`config.mk`:
```
export PLATFORM = sky130hd
export DESIGN_NAME = wnps_top
export DESIGN_NICKNAME = d
export VERILOG_FILES = /design/src/hdl/wnps_pkg.sv /design/src/hdl/wnps_link_if.sv /design/src/hdl/wnps_top.sv /design/src/hdl/wnps_i2c_slave.sv
export SDC_FILE = /design/constraint.sdc
export NUM_CORES = 1
export LEC_CHECK = 0
export BUFFER_PORTS_ARGS = -buffer_cell sky130_fd_sc_hd__buf_2
export CAP_MARGIN = 25
export CORE_MARGIN = 1.5
export CORE_UTILIZATION = 62
export CTS_CLUSTER_DIAMETER = 200
export DETAILED_ROUTE_END_ITERATION = 6
export PLACE_DENSITY = 0.79
export SETUP_SLACK_MARGIN = 0.02
export SLEW_MARGIN = 30
export SYNTH_ARGS = -nofsm -noshare
export SYNTH_HDL_FRONTEND = slang
export SYNTH_HIERARCHICAL = 1
export SYNTH_SLANG_ARGS = --single-unit
```
`constraint.sdc`:
```
create_clock -name ref_clk_in -period 2.9 [get_ports ref_clk_in]
set_input_delay 0 -clock ref_clk_in [delete_from_list [all_inputs] [get_ports ref_clk_in]]
set_output_delay 0 -clock ref_clk_in [all_outputs]
set_load 0.005 [all_outputs]
```
`src/hdl/wnps_pkg.sv`:
```
// wnps_pkg: constants, command codes and timing for the wiper nvm sequencer
// assumes a single 10 MHz system clock; no registers reachable by software
package wnps_pkg;
  // ----------------------------------------------------------------
  // clock and timing
  // ----------------------------------------------------------------
  localparam int CLK_HZ = 10_000_000;
  localparam int STORE_TIME_MS = 26;
  localparam int RELOAD_TIME_US = 300;
  localparam int RESTORE_TIME_US = 300;
  localparam int REWRITE_TIME_US = 540;
  localparam int STORE_CYC = STORE_TIME_MS * (CLK_HZ / 1000);
  localparam int RELOAD_CYC = RELOAD_TIME_US * (CLK_HZ / 1_000_000);
  localparam int RESTORE_CYC = RESTORE_TIME_US * (CLK_HZ / 1_000_000);
  localparam int REWRITE_CYC = REWRITE_TIME_US * (CLK_HZ / 1_000_000);
  // preset hold covers the pin synchroniser filling up
  localparam int PRESET_CYC = 8;
  localparam int CNT_W = 19;

  // ----------------------------------------------------------------
  // wiper and address
  // ----------------------------------------------------------------
  localparam int WIPER_W = 6;
  localparam logic [5:0] MIDSCALE = 6'h20;
  localparam logic [5:0] NVM_INIT = 6'h20;
  localparam logic [6:0] ADDR_BASE = 7'h18;
  localparam logic [1:0] PIN_LOW = 2'h0;
  localparam logic [1:0] PIN_HIGH = 2'h1;
  localparam logic [1:0] PIN_OPEN = 2'h2;

  // ----------------------------------------------------------------
  // instruction command field
  // ----------------------------------------------------------------
  localparam logic [2:0] CMD_WR_WIPER = 3'h0;
  localparam logic [2:0] CMD_WR_NVM = 3'h1;
  localparam logic [2:0] CMD_WR_PROT = 3'h2;
  localparam logic [2:0] CMD_STORE = 3'h5;
  localparam logic [2:0] CMD_RESTORE = 3'h6;

  // nine addresses: base + 3 * pin1 + pin0, codes above PIN_OPEN count as open
  function automatic logic [6:0] slave_addr(input logic [1:0] p1, input logic [1:0] p0);
    logic [6:0] a1;
    logic [6:0] a0;
    a1 = (p1 > PIN_OPEN) ? 7'h2 : {5'h0, p1};
    a0 = (p0 > PIN_OPEN) ? 7'h2 : {5'h0, p0};
    slave_addr = ADDR_BASE + a1 + a1 + a1 + a0;
  endfunction
endpackage

```
`src/hdl/wnps_link_if.sv`:
```
// wnps_link_if: commands from the serial front end to the sequencer
// assumes both ends run on ref_clk_in
`timescale 1ns/1ps
`default_nettype none
interface wnps_link_if;
  logic cmd_valid;
  logic [2:0] cmd_code;
  logic [7:0] cmd_data;
  logic [5:0] wiper;
  logic [6:0] dev_addr;
  logic addr_valid;
  modport rx (output cmd_valid, output cmd_code, output cmd_data,
              input wiper, input dev_addr, input addr_valid);
  modport seq (input cmd_valid, input cmd_code, input cmd_data,
               output wiper, output dev_addr, output addr_valid);
endinterface
`default_nettype wire

```
`src/hdl/wnps_top.sv`:
```
// wnps_top: power-up preset, nvm reload, store and restore sequencing of a 64-step wiper
// assumes two-wire bus pins and address pins are asynchronous; the nvm cell is modelled
// by a register that reset returns to NVM_INIT
//
// Summary of operation
// store into nvm commits after 26 ms
// power-on reload of wiper from nvm takes 300 us
// restore command copies nvm into wiper in 300 us
// power-up forces midscale first, then loads nvm
// master waits 540 us after preset before writing nvm
// address pins sampled once after reset and held
// serial data captured on rising serial clock
// pin states decode to one of nine addresses; only that is acknowledged
// instruction byte holds 3-bit command in upper bits, rest zero
// protect command stores nothing; data bit 0 sets or clears protection
// store and restore carry address and instruction only
// nvm operations never overlap; one later one waits, a newer one replaces it
`timescale 1ns/1ps
`default_nettype none
module wnps_top #(
  parameter int STORE_CYCLES = wnps_pkg::STORE_CYC
) (
  // clock and reset
  input wire logic ref_clk_in,
  input wire logic rst_in,
  // serial bus, open drain data
  input wire logic scl_in,
  input wire logic sda_in,
  output logic sda_out,
  output logic sda_oe_out,
  // three-state address pins: 0 low, 1 high, 2 open
  input wire logic [1:0] address_select_pin_0_in,
  input wire logic [1:0] address_select_pin_1_in,
  // status
  output logic [5:0] wiper_setting_register_out,
  output logic nvm_busy_out,
  output logic write_protect_out,
  output logic powerup_done_out
);
  typedef enum logic [4:0] {
    SQ_PRESET = 5'h01, SQ_RELOAD = 5'h02, SQ_IDLE = 5'h04, SQ_STORE = 5'h08, SQ_RESTORE = 5'h10
  } wnps_sq_st_t;

  typedef struct packed {
    logic [2:0][1:0] ad0_s;
    logic [2:0][1:0] ad1_s;
    logic [1:0] ad0_f;
    logic [1:0] ad1_f;
    wnps_sq_st_t st;
    logic [wnps_pkg::CNT_W-1:0] cnt;
    logic [5:0] wiper;
    logic [5:0] nvm;
    logic wp;
    logic [5:0] op_data;
    logic pend;
    logic [2:0] pend_code;
    logic [5:0] pend_data;
    logic [6:0] dev_addr;
    logic addr_valid;
    logic busy;
  } wnps_sq_t;

  localparam logic [wnps_pkg::CNT_W-1:0] STORE_END = wnps_pkg::CNT_W'(STORE_CYCLES - 1);
  localparam logic [wnps_pkg::CNT_W-1:0] RELOAD_END = wnps_pkg::CNT_W'(wnps_pkg::RELOAD_CYC - 1);
  localparam logic [wnps_pkg::CNT_W-1:0] RESTORE_END = wnps_pkg::CNT_W'(wnps_pkg::RESTORE_CYC - 1);
  localparam logic [wnps_pkg::CNT_W-1:0] PRESET_END = wnps_pkg::CNT_W'(wnps_pkg::PRESET_CYC - 1);

  wnps_sq_t r;
  wnps_sq_t next_r;
  wnps_link_if lnk ();

  wnps_i2c_slave u_rx (
    .ref_clk_in(ref_clk_in),
    .rst_in(rst_in),
    .scl_in(scl_in),
    .sda_in(sda_in),
    .sda_oe_out(sda_oe_out),
    .lnk(lnk.rx)
  );

  // ----------------------------------------------------------------
  // sequencer
  // ----------------------------------------------------------------
  always_comb begin
    next_r = r;
    next_r.ad0_s = {r.ad0_s[1:0], address_select_pin_0_in};
    next_r.ad1_s = {r.ad1_s[1:0], address_select_pin_1_in};
    if (r.ad0_s[1] == r.ad0_s[2]) begin
      next_r.ad0_f = r.ad0_s[2];
    end
    if (r.ad1_s[1] == r.ad1_s[2]) begin
      next_r.ad1_f = r.ad1_s[2];
    end
    next_r.cnt = r.cnt + wnps_pkg::CNT_W'(1);
    case (r.st)
      SQ_PRESET: begin
        // midscale before nvm load
        next_r.wiper = wnps_pkg::MIDSCALE;
        if (r.cnt == PRESET_END) begin
          // one-time address capture
          next_r.dev_addr = wnps_pkg::slave_addr(r.ad1_f, r.ad0_f);
          next_r.addr_valid = 1'b1;
          next_r.cnt = '0;
          next_r.st = SQ_RELOAD;
        end
      end
      SQ_RELOAD: begin
        // power-on reload time
        if (r.cnt == RELOAD_END) begin
          next_r.wiper = r.nvm;
          next_r.cnt = '0;
          next_r.st = SQ_IDLE;
        end
      end
      SQ_IDLE: begin
        next_r.cnt = '0;
        // start one waiting operation
        if (r.pend) begin
          next_r.pend = 1'b0;
          if (r.pend_code == wnps_pkg::CMD_RESTORE) begin
            next_r.st = SQ_RESTORE;
          end else if (!r.wp) begin
            next_r.op_data = (r.pend_code == wnps_pkg::CMD_STORE) ? r.wiper : r.pend_data;
            next_r.st = SQ_STORE;
          end
        end
      end
      SQ_STORE: begin
        // commit after store time
        if (r.cnt == STORE_END) begin
          next_r.nvm = r.op_data;
          next_r.cnt = '0;
          next_r.st = SQ_IDLE;
        end
      end
      SQ_RESTORE: begin
        // restore time
        if (r.cnt == RESTORE_END) begin
          next_r.wiper = r.nvm;
          next_r.cnt = '0;
          next_r.st = SQ_IDLE;
        end
      end
      default: begin
        next_r.st = SQ_PRESET;
      end
    endcase
    // store, restore and nvm write commands arriving during an operation overwrite the single waiting slot; wiper and protect writes act at once
    if (lnk.cmd_valid) begin
      if (lnk.cmd_code == wnps_pkg::CMD_WR_WIPER) begin
        next_r.wiper = lnk.cmd_data[5:0];
      end else if (lnk.cmd_code == wnps_pkg::CMD_WR_PROT) begin
        // protect flag from bit 0
        next_r.wp = lnk.cmd_data[0];
      end else begin
        next_r.pend = 1'b1;
        next_r.pend_code = lnk.cmd_code;
        next_r.pend_data = lnk.cmd_data[5:0];
      end
    end
    next_r.busy = (next_r.st != SQ_IDLE);
  end

  always_ff @(posedge ref_clk_in or posedge rst_in) begin
    if (rst_in) begin
      r <= '{ad0_s: '0, ad1_s: '0, ad0_f: wnps_pkg::PIN_LOW, ad1_f: wnps_pkg::PIN_LOW, st: SQ_PRESET,
             cnt: '0, wiper: wnps_pkg::MIDSCALE, nvm: wnps_pkg::NVM_INIT, wp: 1'b0, op_data: 6'h00,
             pend: 1'b0, pend_code: 3'h0, pend_data: 6'h00, dev_addr: 7'h00, addr_valid: 1'b0,
             busy: 1'b1};
    end else begin
      r <= next_r;
    end
  end

  assign lnk.wiper = r.wiper;
  assign lnk.dev_addr = r.dev_addr;
  assign lnk.addr_valid = r.addr_valid;
  assign sda_out = 1'b0;
  assign wiper_setting_register_out = r.wiper;
  assign nvm_busy_out = r.busy;
  assign write_protect_out = r.wp;
  assign powerup_done_out = r.addr_valid;
endmodule
`default_nettype wire

```
`src/hdl/wnps_i2c_slave.sv`:
```
// wnps_i2c_slave: two-wire slave front end, oversampled by ref_clk_in
// assumes serial clock well below clock / 8; open-drain data driven low only
`timescale 1ns/1ps
`default_nettype none
module wnps_i2c_slave (
  // clock and reset
  input wire logic ref_clk_in,
  input wire logic rst_in,
  // serial pins
  input wire logic scl_in,
  input wire logic sda_in,
  output logic sda_oe_out,
  // to sequencer
  wnps_link_if.rx lnk
);
  typedef enum logic [4:0] {
    RX_IDLE = 5'h01, RX_BYTE = 5'h02, RX_ACK = 5'h04, RX_TX = 5'h08, RX_RACK = 5'h10
  } wnps_rx_st_t;

  typedef struct packed {
    logic [2:0] scl_s;
    logic [2:0] sda_s;
    logic scl_f;
    logic sda_f;
    wnps_rx_st_t st;
    logic [3:0] cnt;
    logic [1:0] idx;
    logic [7:0] sh;
    logic rw;
    logic [2:0] code;
    logic oe;
    logic cv;
    logic [2:0] cc;
    logic [7:0] cd;
  } wnps_rx_t;

  wnps_rx_t r;
  wnps_rx_t next_r;

  always_comb begin
    logic rise;
    logic fall;
    logic start;
    logic stop;
    rise = 1'b0;
    fall = 1'b0;
    start = 1'b0;
    stop = 1'b0;
    next_r = r;
    next_r.cv = 1'b0;
    next_r.scl_s = {r.scl_s[1:0], scl_in};
    next_r.sda_s = {r.sda_s[1:0], sda_in};
    if (r.scl_s[1] == r.scl_s[2]) begin
      next_r.scl_f = r.scl_s[2];
    end
    if (r.sda_s[1] == r.sda_s[2]) begin
      next_r.sda_f = r.sda_s[2];
    end
    rise = next_r.scl_f & ~r.scl_f;
    fall = ~next_r.scl_f & r.scl_f;
    start = r.scl_f & next_r.scl_f & r.sda_f & ~next_r.sda_f;
    stop = r.scl_f & next_r.scl_f & ~r.sda_f & next_r.sda_f;
    if (start) begin
      next_r.st = RX_BYTE;
      next_r.cnt = 4'h0;
      next_r.idx = 2'h0;
      next_r.oe = 1'b0;
    end else if (stop) begin
      next_r.st = RX_IDLE;
      next_r.oe = 1'b0;
    end else begin
      case (r.st)
        RX_BYTE: begin
          // sample on rising clock
          if (rise && r.cnt < 4'h8) begin
            next_r.sh = {r.sh[6:0], r.sda_f};
            next_r.cnt = r.cnt + 4'h1;
          end else if (fall && r.cnt == 4'h8) begin
            if (r.idx == 2'h0) begin
              // acknowledge own address
              if (lnk.addr_valid && r.sh[7:1] == lnk.dev_addr) begin
                next_r.rw = r.sh[0];
                next_r.oe = 1'b1;
                next_r.st = RX_ACK;
              end else begin
                next_r.st = RX_IDLE;
              end
            end else if (r.idx == 2'h1) begin
              // command in upper three bits
              next_r.code = r.sh[7:5];
              next_r.oe = 1'b1;
              next_r.st = RX_ACK;
              // store and restore need no data
              if (r.sh[7:5] == wnps_pkg::CMD_STORE || r.sh[7:5] == wnps_pkg::CMD_RESTORE) begin
                next_r.cv = 1'b1;
                next_r.cc = r.sh[7:5];
              end
            end else begin
              next_r.oe = 1'b1;
              next_r.st = RX_ACK;
              if (r.code == wnps_pkg::CMD_WR_WIPER || r.code == wnps_pkg::CMD_WR_NVM ||
                  r.code == wnps_pkg::CMD_WR_PROT) begin
                next_r.cv = 1'b1;
                next_r.cc = r.code;
                next_r.cd = r.sh;
              end
            end
          end
        end
        RX_ACK: begin
          if (fall) begin
            next_r.cnt = 4'h0;
            if (r.rw) begin
              next_r.sh = {2'h0, lnk.wiper};
              next_r.oe = 1'b1;
              next_r.st = RX_TX;
            end else begin
              next_r.oe = 1'b0;
              next_r.st = RX_BYTE;
              if (r.idx != 2'h2) begin
                next_r.idx = r.idx + 2'h1;
              end
            end
          end
        end
        RX_TX: begin
          if (fall) begin
            if (r.cnt == 4'h7) begin
              next_r.oe = 1'b0;
              next_r.st = RX_RACK;
            end else begin
              next_r.sh = {r.sh[6:0], 1'b0};
              next_r.cnt = r.cnt + 4'h1;
              next_r.oe = ~r.sh[6];
            end
          end
        end
        RX_RACK: begin
          // one byte per read; the rest waits for a new start
          if (rise) begin
            next_r.st = RX_IDLE;
          end
        end
        default: begin
          next_r.st = RX_IDLE;
        end
      endcase
    end
  end

  always_ff @(posedge ref_clk_in or posedge rst_in) begin
    if (rst_in) begin
      r <= '{scl_s: 3'h7, sda_s: 3'h7, scl_f: 1'b1, sda_f: 1'b1, st: RX_IDLE, cnt: 4'h0,
             idx: 2'h0, sh: 8'h00, rw: 1'b0, code: 3'h0, oe: 1'b0, cv: 1'b0, cc: 3'h0, cd: 8'h00};
    end else begin
      r <= next_r;
    end
  end

  assign sda_oe_out = r.oe;
  assign lnk.cmd_valid = r.cv;
  assign lnk.cmd_code = r.cc;
  assign lnk.cmd_data = r.cd;
endmodule
`default_nettype wire

```
After elaboration in Yosys (flattened, before gate mapping)
Cells that the tools add are included.

Bits in registers: 122. Output and inout bits: 11. Logic and storage cells: 219.

Bitwise operators: 21. Order comparisons: 3. Reductions and logical operators: 30. Muxes and demuxes: 75. Equal/unequal tests: 49. $add $sub $neg: 7.

Operators with widths (count): 2-to-1 mux 12 bit (12); one-hot mux 19 bit (4 select lines) (1); 2-to-1 mux 24 bit (2); 2-to-1 mux 5 bit (8); 2-to-1 mux 8 bit (5); one-hot mux 5 bit (4 select lines) (2); 2-to-1 mux 17 bit (2); 2-to-1 mux 10 bit (3); 2-to-1 mux 30 bit (1); 2-to-1 mux 4 bit (6); one-hot mux 8 bit (3 select lines) (1); AND reduction 8 bit (3); != test 4 x 1 -> 1 bit, second input constant (5); adder 19 x 1 -> 19 bit, second input constant (1); equality test 19 x 12 -> 1 bit, second input constant (1); equality test 19 x 18 -> 1 bit, second input constant (1); equality test 19 x 3 -> 1 bit, second input constant (1); 2-to-1 mux 19 bit (1); 2-to-1 mux 18 bit (1); 2-to-1 mux 6 bit (3); AND reduction 6 bit (3); adder 7 x 2 -> 7 bit (2); NOT 1 bit (14); AND reduction 7 bit (2); other kinds (49) (104).

Longest topological paths before layout
Depth after elaboration: 18. Mapped depth: 8. Mapped depth without buffers: 7.

Modules after synthesis
The synthesis kept the hierarchy.

By module, submodules not included: wnps_top (sequential area each 1906.8 µm², times used 1, cells each 345, area each 3717.3 µm²); wnps_i2c_slave (sequential area each 1112.3 µm², times used 1, cells each 246, area each 2377.3 µm²).

Worst setup path after synthesis
Ideal clock, no wire load.

Kind: reg-to-reg. Start point: reg u_rx.r (netlist bit u_rx/next_r[43]). End point: reg u_rx/r[17] (netlist bit). Setup time: 0.125 ns. Buffers on the path: 0. Slack: 0.871 ns. Data arrival time: 1.904 ns. Required time: 2.775 ns. Cell stages (with the launch flop): 7. Cells stage by stage: dfstp_2 nand2_1 or2_2 o21ai_2 nand4_2 nor3_4 mux2_2.

Word-level cells in the longest chain between the ends: 7. Elaborated cells between the ends (all ways): 17. Classes of those cells: eq/ne (4); mux (1); bitwise (10); reduce/logical (2).

Ends and longest elaborated chain: from (decl) (RTL line wnps_i2c_slave.sv:37) `wnps_rx_t r;`; from (signal assigned) (RTL line wnps_i2c_slave.sv:153) `r <= '{scl_s: 3'h7, sda_s: 3'h7, scl_f: 1'b1, sda_f: 1'b1, st: RX_IDLE, cnt: 4'h0,`; from (signal assigned) (RTL line wnps_i2c_slave.sv:156) `r <= next_r;`; equality test 1 bit * (RTL line wnps_i2c_slave.sv:53) `if (r.scl_s[1] == r.scl_s[2]) begin`; 2-to-1 mux 1 bit * (RTL line wnps_i2c_slave.sv:53); AND 1 bit (RTL line wnps_i2c_slave.sv:61, wnps_i2c_slave.sv:62); AND 1 bit (on tied branches) (2 in a row) (RTL line wnps_i2c_slave.sv:62, wnps_i2c_slave.sv:61); NOT 1 bit (no line); AND reduction 8 bit (no line) *.

Every way passes the cells marked *; elsewhere a longest branch is shown, timed or not. A chain may end at the register's enable or synchronous reset.

Worst setup path after layout
Start point: reg u_rx/r[37] (netlist bit). End point: reg u_rx/r[32] (netlist bit).

Word-level cells in the longest chain between the ends: 6. Elaborated cells between the ends (all ways): 21. Classes of those cells: eq/ne (6); mux (3); bitwise (9); reduce/logical (3).

Ends and longest elaborated chain: 2-to-1 mux 1 bit (RTL line wnps_i2c_slave.sv:53); AND 1 bit / NOT 1 bit (equally long branches) (RTL line wnps_i2c_slave.sv:61, wnps_i2c_slave.sv:62, wnps_i2c_slave.sv:60); AND 1 bit (on tied branches) (RTL line wnps_i2c_slave.sv:61, wnps_i2c_slave.sv:60, wnps_i2c_slave.sv:62); AND 1 bit, or another cell as far along (RTL line wnps_i2c_slave.sv:61) `start = r.scl_f & next_r.scl_f & r.sda_f & ~next_r.sda_f;`; != test 4 x 1 -> 1 bit (no line), or another cell as far along; AND reduction 6 bit (no line) / 2-to-1 mux 11 bit (equally long branches).

Parallel ways exist; a longest one is shown, timed or not.

==> metrics.txt <==
postcts setup bufs 0; CP cell instances nor3b_1 -> nand4b_1 -> a2bb2oi_1 -> nand3_1 -> nand2_1 -> mux2_2; Worst-path clk slew around 0.06 ns; Hold-fix buffers, CTS 7; crit path max-delay cell type dfstp_2; chip width just over 100 um; most frequent cells in the layout dfrtp_1 (105), nand2_1 (80), mux2_2 (37); full die area a little over 10000 um^2; VDD IR-drop max ~0.59 mV; CTS root buf clkbuf_8; final setup vio count 0; setup tns final 0 ns; Post-Route WL between 10 and 15 mm; I/O pin count 19; Final Cycle Share a little over four fifths; initial antenna violation count 0; NetSw 963.9 uW; vias per cell about 6; die span in y slightly above 100 um; first-pass GRT wire length between 20 and 25 mm; YS warnings 6; Placed Cells about 700; vias in the first global route around 4500; largest net degree at the start of global routing between 70 and 80; Clock Skew 0.006944 ns; switch share between 20% and 30%; status finished clean; Starting Density roughly 64%; # H-tree levels 4; Min-Delay Path Class primary input to register; Syn Std Cell Area approximately 6000 um^2; Flop pwr share between 40% and 50%; max-slew violations 0; critical path fanouts, max 5; clock sinks about 120; Finished Layout Cells approximately 740; minimum clock period about 2.5 ns; internal power about 3300 uW; flop-to-flop setup slack about 0.44 ns; commonest non-fill, non-tap cell in the layout dfrtp_1; Post-Syn Instances between 500 and 600; ant diodes 0; area occupied by multi-input gates 2736 um^2; routed len/inst around 17 um; register area around 3000 um^2; RSZ-0062 raised after global routing no; Post-DP HPWL 8.354 mm; starting DRC count in detailed routing approximately 160; Final nets between 600 and 700; critical path capture point type register; ANT nets after route 0; crit-path max cell delay approximately 0.56 ns; Mean Syn Cell Area approximately 10 um^2; Static Leak 0.002947 uW; CTS buffer count 17; Req. time, crit path around 3.3 ns; Worst-Skew Late Latency about 0.52 ns; Layout fillers around 660; Setup CP Type register to register; DRT Pass-1 Iters 5; crit path launch type register; CTS Buffer Depth 2; post-cts sizing count 0; grt total ovfl 0; PD cells a little over 600 nW/um^2; layout cells sized above 1 ~23%; Clock power frac about half; Fmax slightly above 400 MHz; crit path DAT approximately 2.9 ns; Synth-to-Final Area Change 13.36%; relative slew slack slightly above 50%; PortBufs 17; final hold vios 0; Max-Cap Viols 0; Slew @ Worst Pin around 0.72 ns; CORE AREA slightly above 9000 um^2; # DRC 0; GPL Wtd Cong ~0.95; CTS tree yes; Vias between 4000 and 5000; GRT Overall Usage 27.65%; Logic pwr share 5.6%; row cnt 35
## stage by stage
step	total power (uW)	instance area [um^2]	hold WS, ns	worst slack [ns]	util, %
after global placement	2040	6113	0.1079	0.7003	65.54
final	4232	6807	0.1139	0.4379	72.97
after detailed placement	2059	6113	0.1062	0.6116	65.54
after CTS	4257	6803	0.09906	0.4959	72.93
after global routing	4392	6807	0.09895	0.2673	72.97
after floorplan	1991	6008	0.004478	0.8713	-
## per-layer routing
layer / up-vias / track usage (%) / part of all wire, %
met3: 37 / 7.384 / 4.6
met2: 131 / 45.74 / 50
met5: - / 0 / 0
li1: 2084 / - / -
met1: 2153 / 33.93 / 42
met4: 0 / 13.14 / 2.8
## power groups by stage
stage	Clock, uW	Sequential [uW]	Combinational, uW
after detailed placement	0	1830	231
after global placement	0	1820	219
after global routing	2310	1810	273
after CTS	2210	1800	241
final	2190	1800	238
after floorplan	0	1790	199
## flip-flops by register name (all words and copies together), names as in the netlist, 3 cells and up
name                        cells
next_r                          8
u_rx/next_r                     4
r                              54
u_rx/r                         27
lnk.dev_addr                    5
u_rx/lnk.cmd_code               3
wiper_setting_register_out      6
u_rx/lnk.cmd_data               6
## area by class of cell
cell class | instances | share of cell area [%]
sequential | 118 | 43.62
multi-input combinational | 400 | 40.20
clock buffer | 19 | 6.489
timing repair buffer | 33 | 3.327
clock inverter | 13 | 2.610
tap | 129 | 2.371
inverter | 25 | 1.379
## critical path, delay by kind of cell (launching register included)
kind             cells  cell delay (ns)
multiplexers         1             0.34
AO/OA/AOI/OAI        1             0.40
flip-flops           1             0.56
AND/OR/NAND/NOR      4             1.05
## path summary, 6_finish.rpt
| path | from | endpoint | depth (start not counted) |
|---|---|---|---|
| min in group asynchronous | rst_in | u_rx/r[32]$_DFFE_PP0P_ | 3 |
| setup reg to reg | u_rx/r[37]$_DFF_PP1_ | u_rx/r[32]$_DFFE_PP0P_ | 6 |
| hold / removal | address_select_pin_0_in[1] | next_r[75]$_DFF_PP0_ | 2 |
| hold reg to reg | next_r[69]$_DFF_PP0_ | next_r[71]$_DFF_PP0_ | 0 |
| setup / recovery | u_rx/r[37]$_DFF_PP1_ | u_rx/r[32]$_DFFE_PP0P_ | 6 |
| max in group asynchronous | rst_in | u_rx/r[40]$_DFF_PP1_ | 4 |
Note: power is estimated with default switching activity, not from simulation.
